==> config.mk <==
export PLATFORM = sky130hd
export DESIGN_NAME = led_seq
export DESIGN_NICKNAME = d
export VERILOG_FILES = /design/src/pkg/led_seq_pkg.sv /design/src/logic/led_seq.sv
export VERILOG_INCLUDE_DIRS = /design/src /design/src/pkg
export SDC_FILE = /design/constraint.sdc
export NUM_CORES = 1
export LEC_CHECK = 0
export BUFFER_PORTS_ARGS = -buffer_cell sky130_fd_sc_hd__buf_2
export CAP_MARGIN = 10
export CORE_MARGIN = 2
export CORE_UTILIZATION = 45
export DETAILED_ROUTE_END_ITERATION = 8
export GPL_TIMING_DRIVEN = 1
export PLACE_DENSITY = 0.7
export SETUP_SLACK_MARGIN = 0.2
export SLEW_MARGIN = 20
export SYNTH_ARGS = -nofsm -noshare
export SYNTH_HDL_FRONTEND = slang
export SYNTH_SLANG_ARGS = --single-unit
==> constraint.sdc <==
create_clock -name sys_clk_in -period 2.9 [get_ports sys_clk_in]
set_input_delay 0.435 -clock sys_clk_in [delete_from_list [all_inputs] [get_ports sys_clk_in]]
set_output_delay 0.435 -clock sys_clk_in [all_outputs]
set_load 0.05 [all_outputs]
==> src/pkg/led_seq_defs.svh <==
/*
  Constants of the indicator sequencer: register offsets, field positions,
  reset values and timing figures. Assumes a 250 MHz system clock.
*/
// Function
// - Sensor voltage under 0,08 V means shorted sensor; set sensor fault.
// - Sensor voltage over 2,30 V means broken wire; set same fault.
// - Error lamp dark without fault; one flash on sensor fault.
// - Error lamp gives two flashes on output overcurrent fault.
// - Error lamp gives three flashes on power stage over-temperature.
// - Status lamp off while combined run enable is inactive.
// - Status lamp steady on when enabled and within one degree.
// - Status lamp single flash when enabled and too cold.
// - Status lamp double flash when enabled and too hot.
// - Heartbeat lamp toggles periodically once boot has finished.
// - Boot lamp test lights red, yellow, green in turn, then runs.
// - Lockout blinks all three state lamps together, in phase.
// - Lockout is left only by power cycle; nothing else exits.
// - Receive and transmit lamps flash with serial traffic.
// - Active host session flashes both serial lamps periodically.
// - Overcurrent from hardware blocks the output drive directly.
// - Sensor current setting resets to 1 mA; changed by configuration.
// - Fault clear input clears latched errors, no processor reset.
// - Hardware mode: pin alone enables; software mode needs start too.
`ifndef LED_SEQ_DEFS_SVH
`define LED_SEQ_DEFS_SVH

// ----------------------------------------------------------------
// Register map
// ----------------------------------------------------------------
`define OFS_CTRL     12'h000
`define OFS_CURRENT  12'h004
`define OFS_STATUS   12'h008
`define OFS_SENSOR   12'h00c
`define CTRL_SWMODE  0
`define CTRL_START   1
`define CTRL_LOCK    2
`define CURRENT_RST  13'h03e8
// ----------------------------------------------------------------
// Analog limits, millivolts and tenths of a degree
// ----------------------------------------------------------------
`define SENS_MIN_MV  12'h050
`define SENS_MAX_MV  12'h8fc
`define BAND_DC      17'sh0000a
// ----------------------------------------------------------------
// Timing
// ----------------------------------------------------------------
`define CLK_NS       4
`define TICK_NS      1000000
`define HALF_LAST    8'h63
`define ACT_FULL     6'h3c
`define ACT_HALF     6'h1e

`endif

==> src/pkg/led_seq_pkg.sv <==
/*
  Types of the indicator sequencer: modes, bus carriers, lamp group and
  the module state. Assumes the constants header is compiled alongside.
*/
`default_nettype none
package led_seq_pkg;
  typedef enum logic [2:0] {BOOT_RED, BOOT_YEL, BOOT_GRN, RUN, LOCK} mode_t;
  typedef struct packed {
    logic        psel;
    logic        penable;
    logic        pwrite;
    logic [11:0] paddr;
    logic [31:0] pwdata;
  } apb_req_t;
  typedef struct packed {
    logic        pready;
    logic        pslverr;
    logic [31:0] prdata;
  } apb_rsp_t;
  typedef struct packed {
    logic err;
    logic stat;
    logic cpu;
    logic rx;
    logic tx;
  } led_t;
  typedef struct packed {
    logic [3:0]      s1;
    logic [3:0]      s2;
    logic [17:0]     tick_cnt;
    logic [7:0]      ms_cnt;
    logic [3:0]      phase;
    mode_t           mode;
    logic            sw_mode;
    logic            start;
    logic [12:0]     cur;
    logic [31:0]     prdata;
    logic            sens_f;
    logic            oc_f;
    logic            ot_f;
    logic [1:0][5:0] act;
    led_t            led;
    logic            pel_pos;
    logic            pel_neg;
  } state_t;
endpackage : led_seq_pkg
`default_nettype wire

==> src/logic/led_seq.sv <==
/*
  Indicator sequencer: fault classing, blink codes, boot lamp test,
  lockout, serial activity lamps and an APB register slave.
  Assumes one 250 MHz clock; run, clear, overcurrent and over-temperature pins come in asynchronous and are synchronised.
*/
`timescale 1ns/100ps
`default_nettype none
`include "led_seq_defs.svh"
module led_seq #(
  parameter logic [17:0] TICK_CYC = 18'(`TICK_NS / `CLK_NS)
) (
  input  wire logic                   sys_clk_in,
  input  wire logic                   rst_n_in,
  input  wire led_seq_pkg::apb_req_t  apb_in,
  output var  led_seq_pkg::apb_rsp_t  apb_out,
  input  wire logic                   hardware_run_input_n_in,
  input  wire logic                   fault_clear_input_n_in,
  input  wire logic                   overcurrent_in,
  input  wire logic                   overtemp_in,
  input  wire logic                   sensor_valid_in,
  input  wire logic [11:0]            sensor_mv_in,
  input  wire logic signed [15:0]     temp_in,
  input  wire logic signed [15:0]     setpoint_in,
  input  wire logic                   rx_pulse_in,
  input  wire logic                   tx_pulse_in,
  input  wire logic                   session_in,
  input  wire logic                   pos_cmd_in,
  input  wire logic                   neg_cmd_in,
  output var  led_seq_pkg::led_t      led_out,
  output      logic                   peltier_positive_output_out,
  output      logic                   peltier_negative_output_out,
  output      logic [12:0]            sensor_current_ua_out
);
  import led_seq_pkg::*;

  state_t             q;
  state_t             d;
  logic               tick;
  logic               half_end;
  logic               run;
  logic               clr;
  logic               oc;
  logic               ot;
  logic               sens_bad;
  logic               fen;
  logic signed [16:0] diff;
  logic               in_band;
  logic               cold;
  logic               acc;
  logic               mapped;
  logic [2:0]         err_n;
  logic [2:0]         stat_n;
  logic [1:0]         pulse;

  // Burst of n flashes over an eight-slot frame; slots past n stay dark
  function automatic logic flash(input logic [3:0] ph, input logic [2:0] n);
    flash = (ph[3:1] < n) && !ph[0];
  endfunction : flash

  // ----------------------------------------------------------------
  // Next state
  // ----------------------------------------------------------------
  always_comb
  begin
    d = q;
    // First stage read only by the second
    d.s1 = {overtemp_in, overcurrent_in, fault_clear_input_n_in, hardware_run_input_n_in};
    d.s2 = q.s1;
    run = !q.s2[0];
    clr = !q.s2[1];
    oc = q.s2[2];
    ot = q.s2[3];

    tick = (q.tick_cnt == TICK_CYC - 18'h00001);
    half_end = tick && (q.ms_cnt == `HALF_LAST);
    d.tick_cnt = tick ? 18'h00000 : q.tick_cnt + 18'h00001;
    if (tick)
    begin
      d.ms_cnt = half_end ? 8'h00 : q.ms_cnt + 8'h01;
    end
    if (half_end)
    begin
      d.phase = q.phase + 4'h1;
    end

    // Faults latch; a new cause wins over a clear in the same cycle
    sens_bad = sensor_valid_in && ((sensor_mv_in < `SENS_MIN_MV)
               || (sensor_mv_in > `SENS_MAX_MV));
    d.sens_f = sens_bad || (q.sens_f && !clr);
    d.oc_f = oc || (q.oc_f && !clr);
    d.ot_f = ot || (q.ot_f && !clr);

    fen = run && (!q.sw_mode || q.start) && (q.mode == RUN);
    // Drive gated by the hardware comparator, no software in the path
    d.pel_pos = pos_cmd_in && fen && !oc && !q.oc_f && !q.ot_f && !q.sens_f;
    d.pel_neg = neg_cmd_in && fen && !oc && !q.oc_f && !q.ot_f && !q.sens_f;

    diff = {temp_in[15], temp_in} - {setpoint_in[15], setpoint_in};
    in_band = (diff >= -`BAND_DC) && (diff <= `BAND_DC);
    cold = diff < -`BAND_DC;

    // Lowest flash count wins when faults overlap
    err_n = q.sens_f ? 3'h1 : q.oc_f ? 3'h2 : q.ot_f ? 3'h3 : 3'h0;
    stat_n = cold ? 3'h1 : 3'h2;

    // APB slave: zero wait states, read data captured in setup
    acc = apb_in.psel && apb_in.penable;
    mapped = (apb_in.paddr == `OFS_CTRL) || (apb_in.paddr == `OFS_CURRENT)
             || (apb_in.paddr == `OFS_STATUS) || (apb_in.paddr == `OFS_SENSOR);
    if (apb_in.psel && !apb_in.penable)
    begin
      case (apb_in.paddr)
        `OFS_CTRL:    d.prdata = {29'h0, q.mode == LOCK, q.start, q.sw_mode};
        `OFS_CURRENT: d.prdata = {19'h0, q.cur};
        `OFS_STATUS:  d.prdata = {23'h0, q.mode == LOCK, q.mode != RUN && q.mode != LOCK,
                                  cold, in_band, fen, q.ot_f, q.oc_f, q.sens_f};
        `OFS_SENSOR:  d.prdata = {20'h0, sensor_mv_in};
        default:      d.prdata = 32'h0;
      endcase
    end
    if (acc && apb_in.pwrite && apb_in.paddr == `OFS_CTRL)
    begin
      d.sw_mode = apb_in.pwdata[`CTRL_SWMODE];
      d.start = apb_in.pwdata[`CTRL_START];
      if (apb_in.pwdata[`CTRL_LOCK])
      begin
        d.mode = LOCK;
      end
    end
    if (acc && apb_in.pwrite && apb_in.paddr == `OFS_CURRENT)
    begin
      d.cur = apb_in.pwdata[12:0];
    end

    // Mode sequencing and operating lamps
    case (q.mode)
      BOOT_RED, BOOT_YEL, BOOT_GRN:
      begin
        d.led.err = (q.mode == BOOT_RED) && !q.phase[3];
        d.led.stat = (q.mode == BOOT_YEL) && !q.phase[3];
        d.led.cpu = (q.mode == BOOT_GRN) && !q.phase[3];
        if (half_end && q.phase == 4'hf && d.mode != LOCK)
        begin
          d.mode = (q.mode == BOOT_RED) ? BOOT_YEL : (q.mode == BOOT_YEL) ? BOOT_GRN : RUN;
        end
      end
      RUN:
      begin
        d.led.err = (err_n != 3'h0) && flash(q.phase, err_n);
        if (!fen)
        begin
          d.led.stat = 1'b0;
        end
        else if (in_band)
        begin
          d.led.stat = 1'b1;
        end
        else
        begin
          d.led.stat = flash(q.phase, stat_n);
        end
        d.led.cpu = q.phase[2];
      end
      LOCK:
      begin
        // Nothing leaves this state; only the power-on reset does
        d.mode = LOCK;
        d.led.err = q.phase[1];
        d.led.stat = q.phase[1];
        d.led.cpu = q.phase[1];
      end
      default:
      begin
        d.mode = LOCK;
      end
    endcase

    // Serial lamps: stretched flash per event; a running flash is not retriggered
    pulse = {tx_pulse_in, rx_pulse_in};
    for (int i = 0; i < 2; i++)
    begin
      if (q.act[i] == 6'h00 && pulse[i])
      begin
        d.act[i] = `ACT_FULL;
      end
      else if (tick && q.act[i] != 6'h00)
      begin
        d.act[i] = q.act[i] - 6'h01;
      end
    end
    d.led.rx = session_in ? q.phase[0] : (q.act[0] > `ACT_HALF);
    d.led.tx = session_in ? q.phase[0] : (q.act[1] > `ACT_HALF);
  end

  // ----------------------------------------------------------------
  // State register
  // ----------------------------------------------------------------
  always_ff @(posedge sys_clk_in or negedge rst_n_in)
  begin
    if (!rst_n_in)
    begin
      q <= '0;
      q.s1 <= 4'h3;
      q.s2 <= 4'h3;
      q.mode <= BOOT_RED;
      q.cur <= `CURRENT_RST;
    end
    else
    begin
      q <= d;
    end
  end

  assign apb_out = '{pready: 1'b1, pslverr: acc && !mapped, prdata: q.prdata};
  assign led_out = q.led;
  assign peltier_positive_output_out = q.pel_pos;
  assign peltier_negative_output_out = q.pel_neg;
  assign sensor_current_ua_out = q.cur;
endmodule : led_seq
`default_nettype wire

# Word level (Yosys, flattened, before mapping)
# Cells that the tools add are included.
[totals]
wordCells = 138
in_bits = 103
reg_bits = 110
out_inout_bits = 54
[classes]
muxes = 22
eq_ne = 13
reduce_logical = 66
magnitude_cmp = 9
addsub = 6
[ops]
columns = ["operator", "n"]
rows = [
  ["$pmux W13 S4", 1],
  ["$logic_and A1 B1 Y1", 37],
  ["$eq A12 B4 Y1 const B", 2],
  ["$mux W6", 4],
  ["$add A18 B1 Y18 const B", 1],
  ["$eq A18 B18 Y1 const B", 1],
  ["$mux W18", 1],
  ["$ge A17 B5 Y1 const B", 1],
  ["$le A17 B5 Y1 const B", 1],
  ["$lt A17 B5 Y1 const B", 1],
  ["$sub A16 B16 Y17", 1],
  ["$eq A12 B3 Y1 const B", 1],
  ["$gt A12 B12 Y1 const B", 1],
  ["$gt A6 B5 Y1 const B", 2],
  ["$logic_not A12 Y1", 1],
  ["$logic_not A6 Y1", 2],
  ["$lt A12 B7 Y1 const B", 1],
  ["$reduce_bool A6 Y1", 2],
  ["$sub A6 B1 Y6 const B", 2],
  ["$logic_not A1 Y1", 10],
  ["$mux W2", 5],
  ["$pmux W3 S3", 1],
  ["$add A8 B1 Y8 const B", 1],
  ["$eq A8 B7 Y1 const B", 1],
  ["18 further kinds", 35],
]

# Depth between registers and ports, before layout
# Gate-level depths: netlist of run 1.
[depth]
depth_word = 9
ltp_mapped = 18
ltp_nobuf = 17

# Worst setup path after synthesis of run 1
# No wires, ideal clock.
[synth_path]
kind = "input to register"
start = "in temp_in[0]"
end = "reg q (netlist bit led_out[3])"
setup_slack_ns = -0.414
setup_time_ns = 0.126
path_stages = 17
required_ns = 2.774
t_arrival_ns = 3.188
path_buffers = 0
cell_sequence = "inv_1 -> ha_1 -> fa_1 -> nor2b_4 -> o2111ai_2 -> a21bo_2 -> o41ai_1 -> a211oi_1 -> nor4_1 -> nand4_1 -> nand2_1 -> inv_1 -> ha_1 -> o21ai_0 -> nand2_1 -> a31oi_1 -> a221o_1"
[synth_between]
elab_chain_len = 8
word_cells_on_any_way = 11
classes_between = "1 x add/sub; 4 x order compare; 4 x mux; 2 x reduce/logical"
[synth_rtl]
columns = ["element", "line_no", "text"]
rows = [
  ["start, declared", "led_seq.sv:22", "input wire logic signed [15:0] temp_in,"],
  ["$sub A16 B16 Y17 (*)", "led_seq.sv:98", "diff = {temp_in[15], temp_in} - {setpoint_in[15], setpoint_in};"],
  ["$lt A17 B5 Y1 (no source line)", "n/a", ""],
  ["$mux W2", "led_seq.sv:104", "stat_n = cold ? 3'h1 : 3'h2;"],
  ["$lt A3 B2 Y1", "led_seq.sv:57", "flash = (ph[3:1] < n) && !ph[0];"],
  ["$logic_and A1 B1 Y1", "led_seq.sv:57", ""],
  ["$mux W1 (*)", "led_seq.sv:154", "else if (in_band)"],
  ["$mux W1 (*)", "led_seq.sv:150", "if (!fen)"],
  ["$pmux W3 S3 (*)", "led_seq.sv:136", "case (q.mode)"],
  ["end, declared", "led_seq.sv:36", "state_t q;"],
]
# Every way passes the cells marked *; elsewhere a longest branch is shown, timed or not.
# A chain may end at the register's enable or synchronous reset.

# Worst setup path in the final report of run 1
[layout_path]
start = "in setpoint_in[0]"
end = "reg q (netlist bit led_out[3])"
[layout_between]
elab_chain_len = 8
word_cells_on_any_way = 11
classes_between = "1 x add/sub; 4 x order compare; 4 x mux; 2 x reduce/logical"
[layout_rtl]
columns = ["element", "line_no", "text"]
rows = [
  ["start, declared", "led_seq.sv:23", "input wire logic signed [15:0] setpoint_in,"],
  ["$sub A16 B16 Y17 (*)", "led_seq.sv:98", ""],
  ["$lt A17 B5 Y1 (no source line)", "n/a", ""],
  ["$mux W2", "led_seq.sv:104", ""],
  ["$lt A3 B2 Y1", "led_seq.sv:57", ""],
  ["$logic_and A1 B1 Y1", "led_seq.sv:57", ""],
  ["$mux W1 (*)", "led_seq.sv:154", ""],
  ["$mux W1 (*)", "led_seq.sv:150", ""],
  ["$pmux W3 S3 (*)", "led_seq.sv:136", ""],
]
# Marks and branches as above.

==> metrics.md, run 1 <==
| Metric | Value |
|---|---|
| Leakage | `3.42 nW` |
| Via/cell ratio | `5.21` |
| Crit path top cell by count | `nand2_1` |
| Gpl congestion | `0.827` |
| CP peak stage delay | `360 ps` |
| Post-Synth Adder-Cell Area | `5.75%` |
| Required time of the critical path | `3130 ps` |
| Detail Route Antenna Nets | `0` |
| Htree depth | `3` |
| Synth area leader | `dfrtp_1` |
| Maximum VDD drop | `0.320 mV` |
| CP max FO | `3` |
| Synth area leaders | `dfrtp_1 (35%), buf_4 (6.7%), ha_1 (5.4%)` |
| Non-Filler Instances | `899` |
| Core Box Area | `0.0126 mm²` |
| Ports | `157` |
| Worst min-delay path class | `primary input to asynchronous set/reset pin` |
| Failing checks | `setup timing` |
| Die area | `0.0138 mm²` |
| GRT Total Usage | `18.8%` |
| Mux share of post-synthesis cell area | `7.02%` |
| Chip Height | `117 µm` |
| # hold bufs at CTS | `0` |
| Fin nets | `851` |
| Clock Tree Root | `clkbuf_16` |
| Post-synth ARST share | `100%` |
| Final Hold Vio Count | `0` |
| Final setup vio count | `1` |
| Placed Cells | `879` |
| Post-synthesis simple-gate area fraction | `18.1%` |
| CTS Buf Count | `9` |
| RSZ-0062 raised after global routing | `true` |
| Xor and xnor area share after synthesis | `4.69%` |
| Highest Clock Rate | `0.325 GHz` |
| Pwr dens | `444 mW/mm²` |
| Chip width | `117 µm` |
| Arrival @ worst endpoint | `3310 ps` |
| Routed wire length | `12.5 mm` |
| Post-synthesis sequential area ratio | `39.6%` |
| Worst hold slack | `70.0 ps` |
| Most common cell after layout, fill and taps aside | `buf_2` |
| Fillers | `1118` |
| Top Family by Delay on Critical Path | `compound AO/OA/AOI/OAI gates` |
| Synth top area share | `35.0%` |
| Top_reg_cell synth | `dfrtp_1` |
| Area grow syn2layout | `19.0%` |
| Starting Density | `46.1%` |
| Final Critical Period | `3080 ps` |
| CTS tree | `built` |
| Compound-Gate Fraction of Synth Area | `14.5%` |
| Setup tns final | `-181 ps` |
| Worst-path cell chain | `buf_6 > ha_4 > fa_2 > nor2b_4 > o2111ai_4 > a21bo_2 > o41ai_2 > a211oi_2 > nor4_2 > nand4_1 > nand2_1 > inv_1 > ha_1 > o21ai_1 > nand2_1 > a31oi_1 > a221o_1` |
| Reg clk slew, reported paths | `60 ps` |
| Critical path class | `primary input to register` |
| Crit path buffers/inverters | `2` |
| DRC Markers | `0` |
| Yosys reg bits | `91` |
| CP max stage cell | `fa_2` |
| Antenna Cells | `0` |
| Ys Warns | `0` |
| Slew headroom | `60.1%` |
| Share of layout cells above drive strength 1 | `32.9%` |
| CTS sink cnt | `91` |
| First-pass GRT wire length | `21.6 mm` |
| Port Buffers | `117` |
| 1st-pass router iterations | `4` |
| Post-synth EDFFs | `0` |
| Setup ws final | `-181 ps` |
| Largest net degree at the start of global routing | `51` |
| Drt wl/cell | `13.9 µm` |
| Syn Std Cell Area | `0.00579 mm²` |
| Initial drt markers | `271` |
| R2r setup slk | `660 ps` |
| Commonest non-fill, non-tap cells in the layout | `buf_2 (114), dfrtp_1 (81), nand2_1 (59)` |
| Netlist cell types | `77` |
| Crit. End Element | `register` |
| Core Rows | `41` |
| Max cap viols | `0` |
| Status | `complete, but fails checks` |
| Startpoint Class | `primary input` |
| Combinational family with the most area after synthesis | `simple AND/OR/NAND/NOR gates` |
| Total number of vias | `4687` |
| Vias in the first global route | `4583` |
| Syn Inst Count | `601` |
| Worst-margin pin slew | `598 ps` |
| Final Max Tran Viols | `0` |
| Antenna violations before repair | `0` |
| Finished Core Util | `54.8%` |
| Clk Latency, worst-skew pair | `350 ps` |
| Final Cycle Share | `106%` |
| Half-perimeter wire length after placement | `9.59 mm` |
| Gr ovfl total | `0` |
| Clock Skews | `7.18 ps` |
| Syn Area/Cell | `9.63 µm²` |
| Max Buffers Root-to-Sink | `2` |
-- what timing repair did --
| action | in CTS | in global routing |
|---|---|---|
| pin swaps | 0 | 11 |
| endpoints found under the setup margin | 2 | 2 |
| resized for setup | 0 | 11 |
| setup buffers | 0 | 4 |
-- synthesized netlist by cell type, drive strengths merged, types with 9 or more instances --
library cell,number
nor3,13
a21oi,29
inv,28
nand4,14
ha,25
nand2,60
nor2,43
or3,9
and3,11
xor2,9
dfrtp,81
mux2,23
o21ai,34
clkbuf,10
dfstp,10
xnor2,22
nand3,10
a21o,9
buf,58
-- registers in the layout, summed over array words and instances, names as in the netlist --
| register | count |
|---|---|
| q | 52 |
| peltier_positive_output_out | 1 |
| led_out | 5 |
| oc | 1 |
| peltier_negative_output_out | 1 |
| apb_out | 13 |
| d | 4 |
| ot | 1 |
| sensor_current_ua_out | 13 |
-- layer usage --
| metal | global-route usage [%] | wire [µm] |
|---|---|---|
| met2 | 32.5 | 6250 |
| met5 | 0 | 0 |
| met3 | 4.47 | 649 |
| met4 | 5.20 | 199 |
| met1 | 23.4 | 5430 |
-- worst paths after layout --
path,start,to,depth (start not counted)
worst max-delay path,setpoint_in[0],led_out[3],17
worst min-delay path,rst_n_in,apb_out[9],1
worst max register to register,q[92],q[69],8
worst min register to register,d[105],ot,0
max in group asynchronous,rst_n_in,sensor_current_ua_out[9],2
min in group sys_clk_in,fault_clear_input_n_in,d[103],1
-- power by group --
group / switching (W) / total, W / internal (W)
registers: 0.0000128 / 0.00130 / 0.00129
logic: 0.000331 / 0.000580 / 0.000249
clock network: 0.000485 / 0.00118 / 0.000690
total: 0.000829 / 0.00306 / 0.00223
-- metrics by stage --
| stage | setup WS (ps) | instance area (µm²) | power, W |
|---|---|---|---|
| CTS | -127 | 6810 | 0.00307 |
| global placement | -383 | 6510 | 0.00187 |
| finish | -181 | 6890 | 0.00306 |
| global route | -399 | 6890 | 0.00321 |
| floorplan | -226 | 5890 | 0.00171 |
| detailed placement | -479 | 6510 | 0.00188 |
-- final cells by class --
cell class	count	area, µm²	area share (%)
Inverter	28	108	1.56
Clock buffer	10	239	3.47
Timing Repair Buffer	160	940	13.6
Sequential cell	91	2290	33.2
Tap cell	172	215	3.12
Clock inverter	6	63.8	0.926
Multi-Input combinational cell	432	3030	44.0
-- worst reg2reg max path: stages (launching register included) --
cell and delay [ps]:
dfrtp_1 430, nor4b_1 420, nand4_1 210, nor4_4 200, and3_1 350, nand2_2 130
nor2_4 110, nor2_1 50, a311oi_1 240
-- logic make-up after synthesis --
group	Yosys count
other	2
adders and majority gates	26
DFF	91
muxes	34
and+or+nand+nor	201
AOI/OAI and AO/OA	120
xor gates and xnor gates	31
buffers and inverters	96
(Power assumes the default switching activity.)
==> run 2, diff against run 1 <==
--- a/config.mk
+++ b/config.mk
@@ -11,7 +11,7 @@
 export CORE_MARGIN = 2
 export CORE_UTILIZATION = 45
 export DETAILED_ROUTE_END_ITERATION = 8
-export GPL_TIMING_DRIVEN = 1
+export GPL_TIMING_DRIVEN = 0
 export PLACE_DENSITY = 0.7
 export SETUP_SLACK_MARGIN = 0.2
 export SLEW_MARGIN = 20
==> run 2 against run 1 <==
  * The flow still finishes with violations (setup timing)
  * Worst hold slack improved by 36 ps
  * Total power is 6.5% higher
  * Wire length increased by 2.4%
  * Clock skew is 2.0 ps lower
  * Clock-buffer cell count unchanged
  * Clock power grew 14%
  * Critical path depth did not move
  * Register-to-register slack worse by 110 ps
  * Global-route usage is 0.15 points higher
  * Critical path type unchanged
  * Largest power group is now the clock network
==> metrics.md, run 2 (same netlist as run 1, synthesis figures left out) <==
| Metric | Value |
|---|---|
| DRC Markers | `0` |
| Via/cell ratio | `5.13` |
| Die area | `0.0138 mm²` |
| Crit. End Element | `register` |
| Core Rows | `41` |
| Required time of the critical path | `3120 ps` |
| Clock Skews | `5.23 ps` |
| Metal3 WL | `710 µm` |
| Crit path buffers/inverters | `4` |
| Initial drt markers | `238` |
| Worst hold slack | `106 ps` |
| Antenna Cells | `0` |
| Worst min-delay path class | `primary input to asynchronous set/reset pin` |
| Fin nets | `896` |
| First-pass GRT wire length | `21.8 mm` |
| Gpl congestion | `0.870` |
| Top Metal Used | `met4` |
| Port Buffers | `115` |
| Max Buffers Root-to-Sink | `2` |
| Clock share of power | `41.0%` |
| Wire length on met2 | `6.46 mm` |
| Largest register FFs | `52` |
| Clock Tree Root | `clkbuf_16` |
| Gr ovfl total | `0` |
| Detail Route Antenna Nets | `0` |
| 1st-pass router iterations | `4` |
| Top Family by Delay on Critical Path | `simple AND/OR/NAND/NOR gates` |
| DP Area | `0.00671 mm²` |
| CP max FO | `8` |
| P_sw | `0.000832 W` |
| Final Max Tran Viols | `0` |
| Slew headroom | `57.0%` |
| Leakage | `3.69 nW` |
| Internal Pwr Total | `0.00243 W` |
| Clk Latency, worst-skew pair | `330 ps` |
| Vias in the first global route | `4748` |
| Commonest non-fill, non-tap cells in the layout | `buf_2 (115), dfrtp_1 (81), buf_4 (67)` |
| Htree depth | `3` |
| WL met1 | `5.50 mm` |
| CP peak stage delay | `380 ps` |
| Worst-path cell chain | `buf_2 > ha_1 > buf_6 > and4_1 > buf_2 > and3_4 > a2111oi_4 > a211oi_2 > nor4_2 > nand4_1 > nand2_1 > inv_1 > ha_1 > o21ai_1 > nand2_1 > a31oi_1 > a221o_1` |
| Arrival @ worst endpoint | `3280 ps` |
| Most common cell after layout, fill and taps aside | `buf_2` |
| Total number of vias | `4842` |
| Setup ws final | `-162 ps` |
| Flop pwr share | `39.9%` |
| Chip width | `117 µm` |
| Most flops, register | `q` |
| CTS tree | `built` |
| Final Cycle Share | `106%` |
| Max cap viols | `0` |
| Share of layout cells above drive strength 1 | `37.4%` |
| Worst-margin pin slew | `645 ps` |
| Pwr dens | `440 mW/mm²` |
| Largest net degree at the start of global routing | `48` |
| Half-perimeter wire length after placement | `9.52 mm` |
| Drt wl/cell | `13.6 µm` |
| Area grow syn2layout | `27.9%` |
| Total Power | `0.00326 W` |
| CTS sink cnt | `91` |
| CP max stage cell | `a2111oi_4` |
| Starting Density | `46.1%` |
| CTS Buf Count | `9` |
| Final Critical Period | `3060 ps` |
| Antenna violations before repair | `0` |
| Routed wire length | `12.8 mm` |
| Chip Height | `117 µm` |
| Maximum VDD drop | `0.358 mV` |
| RSZ-0062 raised after global routing | `true` |
| Ports | `157` |
| Power share of the combinational group | `19.1%` |
| Placed Cells | `907` |
| Failing checks | `setup timing` |
| Critical path class | `primary input to register` |
| GRT Total Usage | `18.9%` |
| Startpoint Class | `primary input` |
| Switching power share of the total | `25.5%` |
| Reg clk slew, reported paths | `60 ps` |
| Non-Filler Instances | `944` |
| Final setup vio count | `3` |
| Final Instance Area | `0.00740 mm²` |
| Highest Clock Rate | `0.327 GHz` |
| Final Hold Vio Count | `0` |
| Core Box Area | `0.0126 mm²` |
| Status | `complete, but fails checks` |
run 2: final timing paths:
kind	startpoint	end	slack, ps	cells past startpoint
max	temp_in[10]	led_out[3]	-160	17
min	rst_n_in	sensor_current_ua_out[10]	110	1
max reg2reg	q[92]	q[17]	550	6
min reg2reg	d[104]	oc	350	0
max in group asynchronous	rst_n_in	d[102]	2110	2
min in group sys_clk_in	hardware_run_input_n_in	d[102]	190	1
run 2: timing repair:
item	CTS	global route
hold buffers	0	0
setup endpoints to repair	1	6
resized for setup	11	26
cloned	0	0
pin swaps	12	12
buffers inserted	18	3
run 2: stage by stage:
step                      worst slack [ps]  setup TNS (ps)  utilization [%]
after global placement                -592            -610             53.1
after floorplan                       -226            -226                -
after global routing                  -280            -647             58.9
after CTS                             -142            -348             57.6
final                                 -162            -376             58.9
after detailed placement              -592            -651             53.4
run 2: routing by layer:
layer,track usage [%],vias up
met3,5.30,12
met1,23.8,2313
li1,-,2389
met4,4.44,0
met5,0,-
met2,32.3,128
run 2: layout make-up:
| type | instances | area, µm² |
|---|---|---|
| plain buffers | 68 | 487 |
| clock buffers | 10 | 239 |
| clock inverters | 6 | 113 |
| fillers | 1086 | 5160 |
| inverters | 28 | 108 |
| multi-input cells | 432 | 3150 |
| flip-flops and latches | 91 | 2290 |
| well taps | 172 | 215 |
| repair buffers | 137 | 802 |
run 2: power by group through the flow:
stage	Combinational [W]	Clock [W]	Sequential (W)
after floorplan	0.000386	0	0.00132
after global placement	0.000523	0	0.00132
after detailed placement	0.000539	0	0.00132
after CTS	0.000577	0.00137	0.00130
after global routing	0.000677	0.00144	0.00130
final	0.000621	0.00134	0.00130
==> run 3, diff against run 2 <==
--- a/config.mk
+++ b/config.mk
@@ -8,9 +8,11 @@
 export LEC_CHECK = 0
 export BUFFER_PORTS_ARGS = -buffer_cell sky130_fd_sc_hd__buf_2
 export CAP_MARGIN = 10
+export CORE_ASPECT_RATIO = 0.7
 export CORE_MARGIN = 2
 export CORE_UTILIZATION = 45
 export DETAILED_ROUTE_END_ITERATION = 8
+export GPL_ROUTABILITY_DRIVEN = 0
 export GPL_TIMING_DRIVEN = 0
 export PLACE_DENSITY = 0.7
 export SETUP_SLACK_MARGIN = 0.2
==> run 3 against run 2 <==
  * The flow still finishes with violations (setup timing)
  * Combinational power is 3% higher
  * Setup slack better by 50 ps
  * Critical path depth is 4 higher
  * Final area hardly changed
  * Sequential cell count stayed put
  * Fmax is 1.7% higher
  * Via count is 0.21% higher
  * Register-to-register slack worse by 160 ps
  * Non-clock buffer count is 1 higher
  * Core utilization is 0.31 points higher
  * Largest power group is now sequential cells
==> metrics.md, run 3 (same netlist as run 1, synthesis figures left out) <==
| Metric | Value |
|---|---|
| Power share of the combinational group | `20.4%` |
| Final setup vio count | `2` |
| Share of layout cells above drive strength 1 | `38.3%` |
| Clock Tree Root | `clkbuf_16` |
| Finished Core Util | `59.2%` |
| 1st-pass router iterations | `4` |
| Initial drt markers | `227` |
| Crit. End Element | `register` |
| Largest register FFs | `52` |
| Crit path from | `temp_in[0]` |
| Setup tns final | `-201 ps` |
| Final Max Tran Viols | `0` |
| Via/cell ratio | `5.19` |
| Leakage | `3.67 nW` |
| R2r worst-path depth | `5` |
| Core Rows | `34` |
| Fillers | `1035` |
| Pwr dens | `425 mW/mm²` |
| CTS sink cnt | `91` |
| Highest Clock Rate | `0.332 GHz` |
| Status | `complete, but fails checks` |
| Critical path class | `primary input to register` |
| Routed wire length | `13.3 mm` |
| R2r setup slk | `390 ps` |
| R2r startpoint | `q[88]` |
| Clock Skews | `13.0 ps` |
| Final Instance Area | `0.00741 mm²` |
| Gr ovfl total | `0` |
| Clock share of power | `38.3%` |
| DRC Markers | `0` |
| DP Area | `0.00669 mm²` |
| Flop pwr share | `41.3%` |
| Register area | `0.00229 mm²` |
| Most flops, register | `q` |
| Vias in the first global route | `4475` |
| Area grow syn2layout | `27.9%` |
| Final Hold Vio Count | `0` |
| GRT Total Usage | `19.1%` |
| First-pass GRT wire length | `21.4 mm` |
| Detail Route Antenna Nets | `0` |
| Arrival @ worst endpoint | `3290 ps` |
| Ports | `157` |
| Max Buffers Root-to-Sink | `2` |
| Switching power share of the total | `28.4%` |
| Slew headroom | `54.0%` |
| # hold bufs at CTS | `0` |
| CP max FO | `3` |
| CTS tree | `built` |
| Dpl ws | `-629 ps` |
| Antenna Cells | `0` |
| Reg clk slew, reported paths | `60 ps` |
| RSZ-0062 raised after global routing | `true` |
| Chip Height | `98.9 µm` |
| Worst min-delay path class | `primary input to asynchronous set/reset pin` |
| Chip width | `140 µm` |
| Most common cell after layout, fill and taps aside | `buf_2` |
| Worst-margin pin slew | `689 ps` |
| P_sw | `0.000895 W` |
| Die area | `0.0138 mm²` |
| Port Buffers | `115` |
| Required time of the critical path | `3180 ps` |
| Starting Density | `46.3%` |
| Htree depth | `3` |
| Drt wl/cell | `14.2 µm` |
| CTS Buf Count | `9` |
| Startpoint Class | `primary input` |
| Failing checks | `setup timing` |
| Half-perimeter wire length after placement | `9.77 mm` |
| Fin nets | `897` |
| Setup ws final | `-112 ps` |
| Largest net degree at the start of global routing | `54` |
| Internal Pwr Total | `0.00225 W` |
| Max cap viols | `0` |
| Antenna violations before repair | `0` |
| Setup crit end | `apb_out[5]` |
| Commonest non-fill, non-tap cells in the layout | `buf_2 (114), dfrtp_1 (81), buf_4 (65)` |
| Maximum VDD drop | `0.313 mV` |
| Multi-input gate area | `0.00319 mm²` |
| Crit Reg-Reg Endpoint | `q[11]` |
| Final Cycle Share | `104%` |
| Core Box Area | `0.0125 mm²` |
| Total number of vias | `4852` |
| Final Critical Period | `3010 ps` |
| Clk Latency, worst-skew pair | `360 ps` |
==> run 3: worst min path at each step <==
stage	cells past startpoint	slack, ps	startpoint	end
finish	1	130	rst_n_in	sensor_current_ua_out[10]
global route	1	160	hardware_run_input_n_in	d[102]
CTS	1	150	rst_n_in	sensor_current_ua_out[10]
detailed placement	0	340	d[104]	oc
global placement	0	340	d[104]	oc
floorplan	0	140	rst_n_in	apb_out[0]
==> run 3: stage by stage <==
step / hold slack (ps) / cells / total power [W]
4_1_cts: 147 / 929 / 0.00310
3_3_place_gp: 335 / 896 / 0.00185
2_1_floorplan: 139 / 619 / 0.00171
3_5_place_dp: 341 / 897 / 0.00186
5_1_grt: 159 / 935 / 0.00329
6_report: 129 / 935 / 0.00315
==> run 3: power by group through the flow <==
stage / Clock (W) / Sequential [W] / Combinational (W)
2_1_floorplan: 0 / 0.00132 / 0.000386
3_3_place_gp: 0 / 0.00132 / 0.000523
3_5_place_dp: 0 / 0.00133 / 0.000538
4_1_cts: 0.00123 / 0.00130 / 0.000574
5_1_grt: 0.00129 / 0.00130 / 0.000695
6_report: 0.00121 / 0.00130 / 0.000641
==> run 3: what timing repair did <==
item,in CTS,in global routing
gates cloned,0,0
setup endpoints to repair,1,5
setup buffers,16,6
resized for setup,12,39
pin swaps,12,17
==> run 3: area by class of cell <==
cell class / instances / area share (%)
clock buffers: 9 / 3.04
clock inverters: 7 / 1.12
plain buffers: 68 / 6.62
inverters: 28 / 1.45
well taps: 162 / 2.74
multi-input cells: 432 / 43.1
flip-flops and latches: 91 / 30.9
repair buffers: 138 / 11.0
==> run 3: metal layers <==
metal  vias to the layer above  wire length (µm)  global-route usage, %
li1                       2397                 -                      -
met1                      2298              6240                   26.5
met2                       142              6080                   29.9
met3                        15               854                   6.07
met4                         0               137                   3.38
met5                         -                 0                      0
==> run 3: worst max-delay path, cell delays in order <==
cell	delay, ps
buf_6	70
inv_4	30
ha_4	150
fa_2	370
nor2b_4	160
o2111ai_4	140
buf_6	160
a21oi_4	160
a2111oi_4	50
xor2_1	250
and3b_1	210
nand4_1	130
nand2_1	90
buf_4	140
buf_6	100
buf_6	100
buf_6	100
buf_6	100
buf_4	120
buf_4	120
o21ai_2	100
